===== src/core/tmc_defines.vh =====
// Register map, field positions, reset values and encodings of the timer modulo and channel block.
// Assumes a 32-bit APB slave with one byte-wide register in the low bits of each word, except the 16-bit count in the low half.
`ifndef TMC_DEFINES_VH
`define TMC_DEFINES_VH

`define TMC_ADDR_STATUS_CTRL   8'h00
`define TMC_ADDR_COUNT         8'h04
`define TMC_ADDR_MOD_HIGH      8'h08
`define TMC_ADDR_MOD_LOW       8'h0C
`define TMC_ADDR_CHAN_CTRL     8'h10
`define TMC_ADDR_CHAN_VAL_HIGH 8'h14
`define TMC_ADDR_CHAN_VAL_LOW  8'h18
`define TMC_ADDR_DEBUG         8'h1C

`define TMC_MOD_RESET          16'h0000
`define TMC_FREE_PRE_TOP       16'hFFFE
`define TMC_FREE_TOP           16'hFFFF

`define TMC_SC_OVF_BIT         7
`define TMC_SC_CENTRE_BIT      5
`define TMC_SC_CLK_HI          4
`define TMC_SC_CLK_LO          3

`define TMC_CH_FLAG_BIT        7
`define TMC_CH_IE_BIT          6
`define TMC_CH_MODE_HI         5
`define TMC_CH_MODE_LO         4
`define TMC_CH_EDGE_HI         3
`define TMC_CH_EDGE_LO         2

`define TMC_CLK_OFF            2'b00
`define TMC_EDGE_NONE          2'b00
`define TMC_EDGE_RISE          2'b01
`define TMC_EDGE_FALL          2'b10
`define TMC_EDGE_BOTH          2'b11
`define TMC_MODE_CAPTURE       2'b00
`define TMC_MODE_COMPARE       2'b01

`endif


===== src/core/tmc_timer.v =====
// Timer with 16-bit counter, buffered modulo register and one capture/compare/PWM channel behind APB.
// Assumes the counter steps once per clock whenever a clock source is selected outside debug mode; the prescaler lies outside.
//
// Behaviour
// - Outside centre-aligned mode, at modulo the counter restarts from zero next step and sets overflow flag.
// - Overflow flag is held off between the two modulo byte writes.
// - Reset clears modulo to zero, giving a free-running counter.
// - Modulo bytes go to a buffer; with clock off, second byte loads it.
// - With clock on, load on step modulo-1 to modulo, or FFFE to FFFF.
// - Any main status/control write resets the modulo byte pairing.
// - In debug mode the byte pairing stays frozen, except status/control writes.
// - In debug mode modulo byte writes go straight into the register.
// - Capture mode sets the channel flag on the selected pin edge.
// - Compare and PWM modes set the channel flag when counter equals value.
// - PWM at 0% or 100% duty never sets the channel flag.
// - Channel interrupt requested while flag and enable are both set.
// - Flag clears by read while set then write zero; one has no effect.
// - A new event during the clear sequence restarts it; flag stays set.
// - Reset clears channel flag and interrupt enable.
// - Edge/level 00 releases the pin; the channel still works as timer.
// - Capture on rising for 01, falling for 10, either edge for 11.
// - Compare toggles for 01, clears for 10, sets for 11.
// - Edge-aligned PWM: 10 high-true clear on compare, X1 low-true set.
// - Centre-aligned PWM: 10 clears on up-count compare, X1 sets on it.
// - Centre-aligned select makes the counter count up and down.
// - Clock source 00 stops the counter.
// - A capture event stores the counter into the channel value.
`timescale 1ns/1ps
`include "tmc_defines.vh"

module tmc_timer
(
  // Clock and reset.
  input  wire        mclk,
  input  wire        rst_b,
  // APB slave.
  input  wire        psel,
  input  wire        penable,
  input  wire        pwrite,
  input  wire [7:0]  paddr,
  input  wire [31:0] pwdata,
  output reg  [31:0] prdata,
  output reg         pready,
  output reg         pslverr,
  // Channel pin and interrupt.
  input  wire        chanPinIn,
  output reg         chanPinOut,
  output reg         chanPinOe,
  output reg         chanIrq
);

  reg  [1:0]  clockSourceSelect;
  reg         centreAlignedSelect;
  reg         overflowFlag;
  reg         overflowIe;
  reg         ovfArmed;
  reg         xferWrap;
  reg  [15:0] count;
  reg         countDown;
  reg  [15:0] modulo;
  reg  [7:0]  modBufHigh;
  reg  [7:0]  modBufLow;
  reg         modHighSeen;
  reg         modLowSeen;
  reg         modPending;
  reg         debugMode;
  reg         channelEventFlag;
  reg         channelIrqEnable;
  reg  [1:0]  channelMode;
  reg  [1:0]  edgeLevelSelect;
  reg         chanArmed;
  reg  [15:0] chanValue;
  reg         pinMeta;
  reg         pinSync;
  reg         pinPrev;
  reg         pinLevel;

  // Reads load on the first access edge so data stands with pready; writes land with pready.
  wire        access   = psel && penable && !pready;
  wire        done     = psel && penable && pready;
  wire        wrEn     = done && pwrite;
  wire        rdEn     = access && !pwrite;
  wire        wrSc     = wrEn && (paddr == `TMC_ADDR_STATUS_CTRL);
  wire        wrCnt    = wrEn && (paddr == `TMC_ADDR_COUNT);
  wire        wrModH   = wrEn && (paddr == `TMC_ADDR_MOD_HIGH);
  wire        wrModL   = wrEn && (paddr == `TMC_ADDR_MOD_LOW);
  wire        wrCh     = wrEn && (paddr == `TMC_ADDR_CHAN_CTRL);
  wire        wrValH   = wrEn && (paddr == `TMC_ADDR_CHAN_VAL_HIGH);
  wire        wrValL   = wrEn && (paddr == `TMC_ADDR_CHAN_VAL_LOW);
  wire        wrDbg    = wrEn && (paddr == `TMC_ADDR_DEBUG);
  wire        rdSc     = rdEn && (paddr == `TMC_ADDR_STATUS_CTRL);
  wire        rdCh     = rdEn && (paddr == `TMC_ADDR_CHAN_CTRL);

  // Debug mode freezes the counter as well as the modulo pairing.
  wire        running  = (clockSourceSelect != `TMC_CLK_OFF) && !debugMode;
  wire        freeRun  = (modulo == `TMC_MOD_RESET);
  wire [15:0] top      = freeRun ? `TMC_FREE_TOP : modulo;

  // Next counter value, covering up-counting and the up/down centre-aligned sweep.
  reg  [15:0] next_count;
  reg         next_countDown;
  always @*
  begin
    next_count     = count;
    next_countDown = countDown;
    if (centreAlignedSelect)
    begin
      if (countDown)
      begin
        next_count = count - 16'h0001;
        if (count == 16'h0001)
          next_countDown = 1'b0;
      end
      else if (count >= top)
      begin
        next_count     = count - 16'h0001;
        next_countDown = 1'b1;
      end
      else
        next_count = count + 16'h0001;
    end
    else
    begin
      next_countDown = 1'b0;
      // The step that loads a new modulo lands on the old limit, which still ends the period.
      if (count == top || xferWrap)
        next_count = 16'h0000;
      else
        next_count = count + 16'h0001;
    end
  end

  wire        wrapEvt  = running && (centreAlignedSelect ? (countDown && count == 16'h0001) : (count == top || xferWrap));
  // A pending modulo moves in on the step onto the current limit.
  wire        modXfer  = modPending && running && (next_count == top) && (count == top - 16'h0001);

  wire        edgeOn   = (edgeLevelSelect != `TMC_EDGE_NONE);
  wire        isPwm    = centreAlignedSelect || channelMode[1];
  wire        isCap    = !isPwm && (channelMode == `TMC_MODE_CAPTURE);
  wire        rise     = pinSync && !pinPrev;
  wire        fall     = !pinSync && pinPrev;
  wire        capEvt   = isCap && ((edgeLevelSelect == `TMC_EDGE_RISE && rise) ||
                                   (edgeLevelSelect == `TMC_EDGE_FALL && fall) ||
                                   (edgeLevelSelect == `TMC_EDGE_BOTH && (rise || fall)));
  wire        dutyEdge = (chanValue == 16'h0000) || (chanValue > top);
  wire        match    = running && !isCap && (count == chanValue) && !(isPwm && dutyEdge);
  // PWM edges act on the step that brings the counter onto the value, so the pin moves with the count.
  wire        pwmClr   = running && (next_count == chanValue) && !(centreAlignedSelect && next_countDown);
  wire        pwmSet   = running && centreAlignedSelect && next_countDown && (next_count == chanValue);
  wire        chanEvt  = capEvt || match;
  wire        lowTrue  = edgeLevelSelect[0];

  // APB slave: one wait state per access, unmapped addresses included; unmapped reads return zero.
  always @(posedge mclk or negedge rst_b)
  begin
    if (!rst_b)
    begin
      pready  <= 1'b0;
      pslverr <= 1'b0;
      prdata  <= 32'h0000_0000;
    end
    else
    begin
      pready  <= access;
      pslverr <= 1'b0;
      if (rdEn)
      begin
        case (paddr)
          `TMC_ADDR_STATUS_CTRL:   prdata <= {24'h00_0000, overflowFlag, overflowIe, centreAlignedSelect,
                                              clockSourceSelect, 3'b000};
          `TMC_ADDR_COUNT:         prdata <= {16'h0000, count};
          `TMC_ADDR_MOD_HIGH:      prdata <= {24'h00_0000, modulo[15:8]};
          `TMC_ADDR_MOD_LOW:       prdata <= {24'h00_0000, modulo[7:0]};
          `TMC_ADDR_CHAN_CTRL:     prdata <= {24'h00_0000, channelEventFlag, channelIrqEnable, channelMode,
                                              edgeLevelSelect, 2'b00};
          `TMC_ADDR_CHAN_VAL_HIGH: prdata <= {24'h00_0000, chanValue[15:8]};
          `TMC_ADDR_CHAN_VAL_LOW:  prdata <= {24'h00_0000, chanValue[7:0]};
          `TMC_ADDR_DEBUG:         prdata <= {31'h0000_0000, debugMode};
          default:                 prdata <= 32'h0000_0000;
        endcase
      end
    end
  end

  // Main control, counter and overflow flag.
  always @(posedge mclk or negedge rst_b)
  begin
    if (!rst_b)
    begin
      clockSourceSelect   <= 2'b00;
      centreAlignedSelect <= 1'b0;
      overflowIe          <= 1'b0;
      overflowFlag        <= 1'b0;
      ovfArmed            <= 1'b0;
      xferWrap            <= 1'b0;
      count               <= 16'h0000;
      countDown           <= 1'b0;
      debugMode           <= 1'b0;
    end
    else
    begin
      if (wrDbg)
        debugMode <= pwdata[0];
      if (wrSc)
      begin
        clockSourceSelect   <= pwdata[`TMC_SC_CLK_HI:`TMC_SC_CLK_LO];
        centreAlignedSelect <= pwdata[`TMC_SC_CENTRE_BIT];
        overflowIe          <= pwdata[6];
      end
      if (rdSc && overflowFlag)
        ovfArmed <= 1'b1;
      if (wrCnt)
      begin
        count     <= 16'h0000;
        countDown <= 1'b0;
        xferWrap  <= 1'b0;
      end
      else if (running)
      begin
        count     <= next_count;
        countDown <= next_countDown;
        xferWrap  <= modXfer;
      end
      // An overflow in the same cycle as a clear write keeps the flag set.
      if (wrapEvt && !modHighSeen && !modLowSeen)
      begin
        overflowFlag <= 1'b1;
        ovfArmed     <= 1'b0;
      end
      else if (wrSc && !pwdata[`TMC_SC_OVF_BIT] && ovfArmed)
      begin
        overflowFlag <= 1'b0;
        ovfArmed     <= 1'b0;
      end
    end
  end

  // Modulo register with its coherent write buffer.
  always @(posedge mclk or negedge rst_b)
  begin
    if (!rst_b)
    begin
      modulo      <= `TMC_MOD_RESET;
      modBufHigh  <= 8'h00;
      modBufLow   <= 8'h00;
      modHighSeen <= 1'b0;
      modLowSeen  <= 1'b0;
      modPending  <= 1'b0;
    end
    else if (wrSc)
    begin
      modHighSeen <= 1'b0;
      modLowSeen  <= 1'b0;
    end
    else if (debugMode)
    begin
      if (wrModH)
        modulo[15:8] <= pwdata[7:0];
      if (wrModL)
        modulo[7:0] <= pwdata[7:0];
    end
    else
    begin
      if (wrModH)
        modBufHigh <= pwdata[7:0];
      if (wrModL)
        modBufLow <= pwdata[7:0];
      if ((wrModH && modLowSeen) || (wrModL && modHighSeen))
      begin
        modHighSeen <= 1'b0;
        modLowSeen  <= 1'b0;
        if (clockSourceSelect == `TMC_CLK_OFF)
          modulo <= wrModH ? {pwdata[7:0], modBufLow} : {modBufHigh, pwdata[7:0]};
        else
          modPending <= 1'b1;
      end
      else
      begin
        if (wrModH)
          modHighSeen <= 1'b1;
        if (wrModL)
          modLowSeen <= 1'b1;
        if (modXfer)
        begin
          modulo     <= {modBufHigh, modBufLow};
          modPending <= 1'b0;
        end
      end
    end
  end

  // Channel control, flag, value and pin logic.
  always @(posedge mclk or negedge rst_b)
  begin
    if (!rst_b)
    begin
      channelEventFlag <= 1'b0;
      channelIrqEnable <= 1'b0;
      channelMode      <= 2'b00;
      edgeLevelSelect  <= 2'b00;
      chanArmed        <= 1'b0;
      chanValue        <= 16'h0000;
      pinMeta          <= 1'b0;
      pinSync          <= 1'b0;
      pinPrev          <= 1'b0;
      pinLevel         <= 1'b0;
      chanPinOut       <= 1'b0;
      chanPinOe        <= 1'b0;
      chanIrq          <= 1'b0;
    end
    else
    begin
      pinMeta <= chanPinIn;
      pinSync <= pinMeta;
      pinPrev <= pinSync;
      if (wrCh)
      begin
        channelIrqEnable <= pwdata[`TMC_CH_IE_BIT];
        channelMode      <= pwdata[`TMC_CH_MODE_HI:`TMC_CH_MODE_LO];
        edgeLevelSelect  <= pwdata[`TMC_CH_EDGE_HI:`TMC_CH_EDGE_LO];
      end
      // A read while the flag is set arms the clear; a new event disarms it.
      if (rdCh && channelEventFlag)
        chanArmed <= 1'b1;
      if (chanEvt)
      begin
        channelEventFlag <= 1'b1;
        chanArmed        <= 1'b0;
      end
      else if (wrCh && !pwdata[`TMC_CH_FLAG_BIT] && chanArmed)
      begin
        channelEventFlag <= 1'b0;
        chanArmed        <= 1'b0;
      end
      if (capEvt)
        chanValue <= count;
      else if (!isCap && wrValH)
        chanValue[15:8] <= pwdata[7:0];
      else if (!isCap && wrValL)
        chanValue[7:0] <= pwdata[7:0];
      if (isPwm)
      begin
        if (centreAlignedSelect ? (count == 16'h0000) : wrapEvt)
          pinLevel <= !lowTrue;
        if (pwmSet)
          pinLevel <= !lowTrue;
        if (pwmClr)
          pinLevel <= lowTrue;
        // A zero value means 0% duty, so the pin stays at its inactive level.
        if (chanValue == 16'h0000)
          pinLevel <= lowTrue;
      end
      else if (match)
      begin
        case (edgeLevelSelect)
          `TMC_EDGE_RISE: pinLevel <= !pinLevel;
          `TMC_EDGE_FALL: pinLevel <= 1'b0;
          `TMC_EDGE_BOTH: pinLevel <= 1'b1;
          default:        pinLevel <= pinLevel;
        endcase
      end
      chanPinOut <= pinLevel;
      chanPinOe  <= edgeOn && !isCap;
      chanIrq    <= (channelEventFlag || chanEvt) && channelIrqEnable;
    end
  end

endmodule // tmc_timer


===== config.mk =====
export PLATFORM = sky130hd
export DESIGN_NAME = tmc_timer
export DESIGN_NICKNAME = d
export VERILOG_FILES = /design/src/core/tmc_timer.v
export VERILOG_INCLUDE_DIRS = /design/src /design/src/core
export SDC_FILE = /design/constraint.sdc
export NUM_CORES = 1
export LEC_CHECK = 0
export BUFFER_PORTS_ARGS = -buffer_cell sky130_fd_sc_hd__buf_2
export CORE_ASPECT_RATIO = 0.7
export CORE_UTILIZATION = 35
export CTS_BUF_LIST = sky130_fd_sc_hd__clkbuf_8
export CTS_CLUSTER_SIZE = 14
export DETAILED_ROUTE_END_ITERATION = 16
export PLACE_DENSITY_LB_ADDON = 0.08
export SYNTH_ARGS = -nofsm -noshare
export SYNTH_HDL_FRONTEND = slang
export SYNTH_SLANG_ARGS = --single-unit

===== constraint.sdc =====
create_clock -name mclk -period 7.8 [get_ports mclk]
set_clock_uncertainty 0.2 [all_clocks]
set_input_delay 1.95 -clock mclk [delete_from_list [all_inputs] [get_ports mclk]]
set_output_delay 1.95 -clock mclk [all_outputs]
set_load 0.03 [all_outputs]

==> summary.txt <==
Floorplan
  – Die area: between 20000 and 30000 um2
  – Rows: 47
  – IO Pins: between 80 and 90
  – Die W: 190 um
  – Initial core utilization: 36.1%
  – Die height: around 130 um
  – Floorplan Core Area: 23900 um2

Synthesis
  – Post-synth EDFFs: 0
  – Top cells by area, synth: dfrtp_1 (31%), mux2_2 (6.0%), ha_1 (4.9%), xor2_1 (4.4%), nand2_1 (4.1%)
  – Seq/Total Area, Yosys: between 30% and 40%
  – Post-synth top flop: dfrtp_1
  – Async S/R FF share, synth: 100%
  – Mapped Cells: 990
  – Post-synth top area share: 31.0%
  – Mapped Area: ~8600 um2
  – Synth Register Bits: 107
  – Synth warn: 0
  – Avg Cell Area, Syn: 8.74 um2
  – Distinct cells, synth: 81
  – Synth area leader: dfrtp_1

Setup path
  – CP Class: reg -> reg
  – CP max stage cell: and4_1
  – Delay-heaviest family, CP: simple AND/OR/NAND/NOR gates
  – Startpoint types: register
  – CP required: around 8000 ps
  – Crit path DAT: between 7000 and 8000 ps
  – Worst Path Max Fanout: 17
  – Crit-path max cell delay: approximately 700 ps
  – Crit path cell chain: buf_4 -> nor4_2 -> and4_1 -> nor2_1 -> ha_1 -> nand4_1 -> nor2_1 -> a221o_1 -> or4_4 -> or3_1 -> a221oi_2 -> o22a_1 -> nand2_1 -> o311ai_1 -> nand3_1 -> buf_4 -> o21ai_4 -> mux2_1
  – CP endpoint kind: register
  – Buf/Inv on CP: 2

Place
  – Placed cells: around 1300
  – # port buffers: a little over 40
  – Place WS: about 950 ps
  – RD Place Congestion: 0.917
  – Dpl hpwl: roughly 24000 um

STA
  – Relative slew slack: between 20% and 30%
  – Max Clock Freq: roughly 0.14 GHz
  – Setup Viol. Count Final: 0
  – Setup TNS: 0 ps
  – Final Hold Vio Count: 0
  – Setup slack after layout: between 700 and 800 ps
  – Unrepaired setup endpoints after global routing: false
  – Max Slew Vio Count: 0
  – Worst Max-Slew Pin Slew: between 1000 and 1500 ps
  – Crit share post-route: 90.8%
  – Minimum clock period: between 7000 and 8000 ps

CTS
  – Clock sink total: between 100 and 150
  – H-tree Lvls: 3
  – TritonCTS buffer count: 9
  – Post-CTS sizing: 0
  – Worst-path clk slew: around 110 ps
  – CTS Buffer Depth: 2
  – Hold bufs inserted after CTS: 0
  – CTS tree: yes
  – Setup bufs post-CTS: 0
  – Clock root buffer master: clkbuf_8
  – Worst skew pair latency: 420 ps

Drt
  – 1st-iter DRT viols: about 810
  – Routed wire per std cell: 24.5 um
  – Routed vias/inst: between 5 and 6
  – DR pass1 iterations: 5
  – Via count: between 7000 and 8000
  – DRC Markers: 0
  – Final wirelength: approximately 33000 um
  – Post-route ant nets: 0

Power and ir drop
  – VDD IR max: roughly 0.00013 V
  – Power Density: roughly 170 nW/um2
  – Leakage: ~4.2 nW

Final layout
  – Most frequent cells in the layout: dfrtp_1 (107), nand2_1 (95), nor2_1 (89), buf_4 (49), o21ai_0 (47)
  – Layout overhead on the synthesized area: 9.72%
  – Layout cells sized above 1: ~18%
  – Non-Filler Instances: between 1000 and 1500
  – Commonest non-fill, non-tap cell in the layout: dfrtp_1
  – Diode count: 0
  – Fill count: 2441
  – Nets@finish: between 1000 and 1500

Run status
  – Result of the run: completed

Job
  – Max Cap Viol: 0

Global routing
  – Vias in the first global route: 7251
  – Overall Global Routing Usage: a little over a quarter
  – GRT overflow: 0
  – First-pass GRT wire length: between 40000 and 50000 um
  – Initial antenna violation count: 0
  – Largest net degree at the start of global routing: between 60 and 70

Min path
  – Worst hold path class: reg -> reg
final timing paths:
check                                from            to  slack (ps)  depth (start not counted)
worst min register to register    pinMeta       pinSync         160                          0
max in group asynchronous           rst_b    prdata[11]        4780                          2
worst max register to register  modulo[3]    modulo[12]         720                         18
worst max-delay path            modulo[3]    modulo[12]         720                         18
min in group asynchronous           rst_b  modBufLow[1]        1350                          1
worst min-delay path              pinMeta       pinSync         160                          0
registers in the layout, summed over array words and instances (netlist names), 2 cells and up:
name	count
prdata	16
modulo	16
clockSourceSelect	2
count	16
modBufHigh	8
chanValue	16
channelMode	2
modBufLow	8
edgeLevelSelect	2
synth_stat cells, types with 6 or more instances:
| master | number |
|---|---|
| a211oi_1 | 13 |
| a21o_1 | 7 |
| a21oi_1 | 38 |
| a22oi_1 | 15 |
| a31oi_1 | 6 |
| a32oi_1 | 10 |
| and2_1 | 6 |
| and3_1 | 9 |
| buf_1 | 10 |
| buf_4 | 18 |
| clkbuf_1 | 52 |
| dfrtp_1 | 107 |
| ha_1 | 34 |
| inv_1 | 22 |
| mux2_1 | 8 |
| mux2_2 | 46 |
| mux2_4 | 8 |
| mux2i_1 | 26 |
| nand2_1 | 95 |
| nand2b_1 | 10 |
| nand3_1 | 32 |
| nand4_1 | 21 |
| nor2_1 | 89 |
| nor2b_1 | 9 |
| nor3_1 | 33 |
| nor4_1 | 23 |
| o21a_1 | 6 |
| o21ai_0 | 47 |
| xnor2_1 | 39 |
| xor2_1 | 43 |
metrics by stage:
step	instance area (um2)	hold slack (ps)	power [mW]	util, %
floorplan	8710	131	0.995	-
global placement	9270	143	1.21	38.7
detailed placement	9270	140	1.21	38.7
CTS	9490	166	1.62	39.6
global route	9490	178	1.70	39.6
finish	9490	161	1.62	39.6
layout make-up:
class | count | area [um2] | area share (%)
clock buffer | 9 | 124 | 1.31
clock inverter | 7 | 100 | 1.05
inverter | 22 | 82.6 | 0.870
multi-input combinational | 789 | 5540 | 58.4
sequential | 107 | 2680 | 28.2
tap | 318 | 398 | 4.19
timing repair buffer | 89 | 568 | 5.99
where the power goes:
part	switching (mW)	internal, mW	leakage, nW
logic	0.384	0.222	2.74
registers	0.0336	0.576	1.35
clock network	0.221	0.184	0.113
total	0.638	0.982	4.21
cells by family after synthesis:
kind of cell / after synthesis / synth area share (%)
adders and majority gates: 34 / 4.92
other: 1 / 0.0434
xor gates and xnor gates: 82 / 8.30
DFF: 107 / 31.0
muxes: 89 / 11.7
and+or+nand+nor: 366 / 21.6
buffers and inverters: 110 / 5.96
AOI/OAI and AO/OA: 201 / 16.5
per-layer routing:
metal	track usage (%)	vias to the layer above	wire [um]	part of all wire, %
met5	0	-	0	0
met4	5.15	0	375	1.1
met3	5.85	22	2690	8.2
met2	35.7	333	13000	40
met1	42.8	3929	16800	51
li1	-	3633	-	-
worst register-to-register path: stages, from the launching register on:
cell,delay (ps)
dfrtp_1,380
buf_4,170
nor4_2,520
and4_1,720
nor2_1,270
ha_1,360
nand4_1,220
nor2_1,130
a221o_1,400
or4_4,540
or3_1,370
a221oi_2,660
o22a_1,290
nand2_1,60
o311ai_1,630
nand3_1,180
buf_4,200
o21ai_4,310
mux2_1,370
Power figures use the tool's default switching activity.
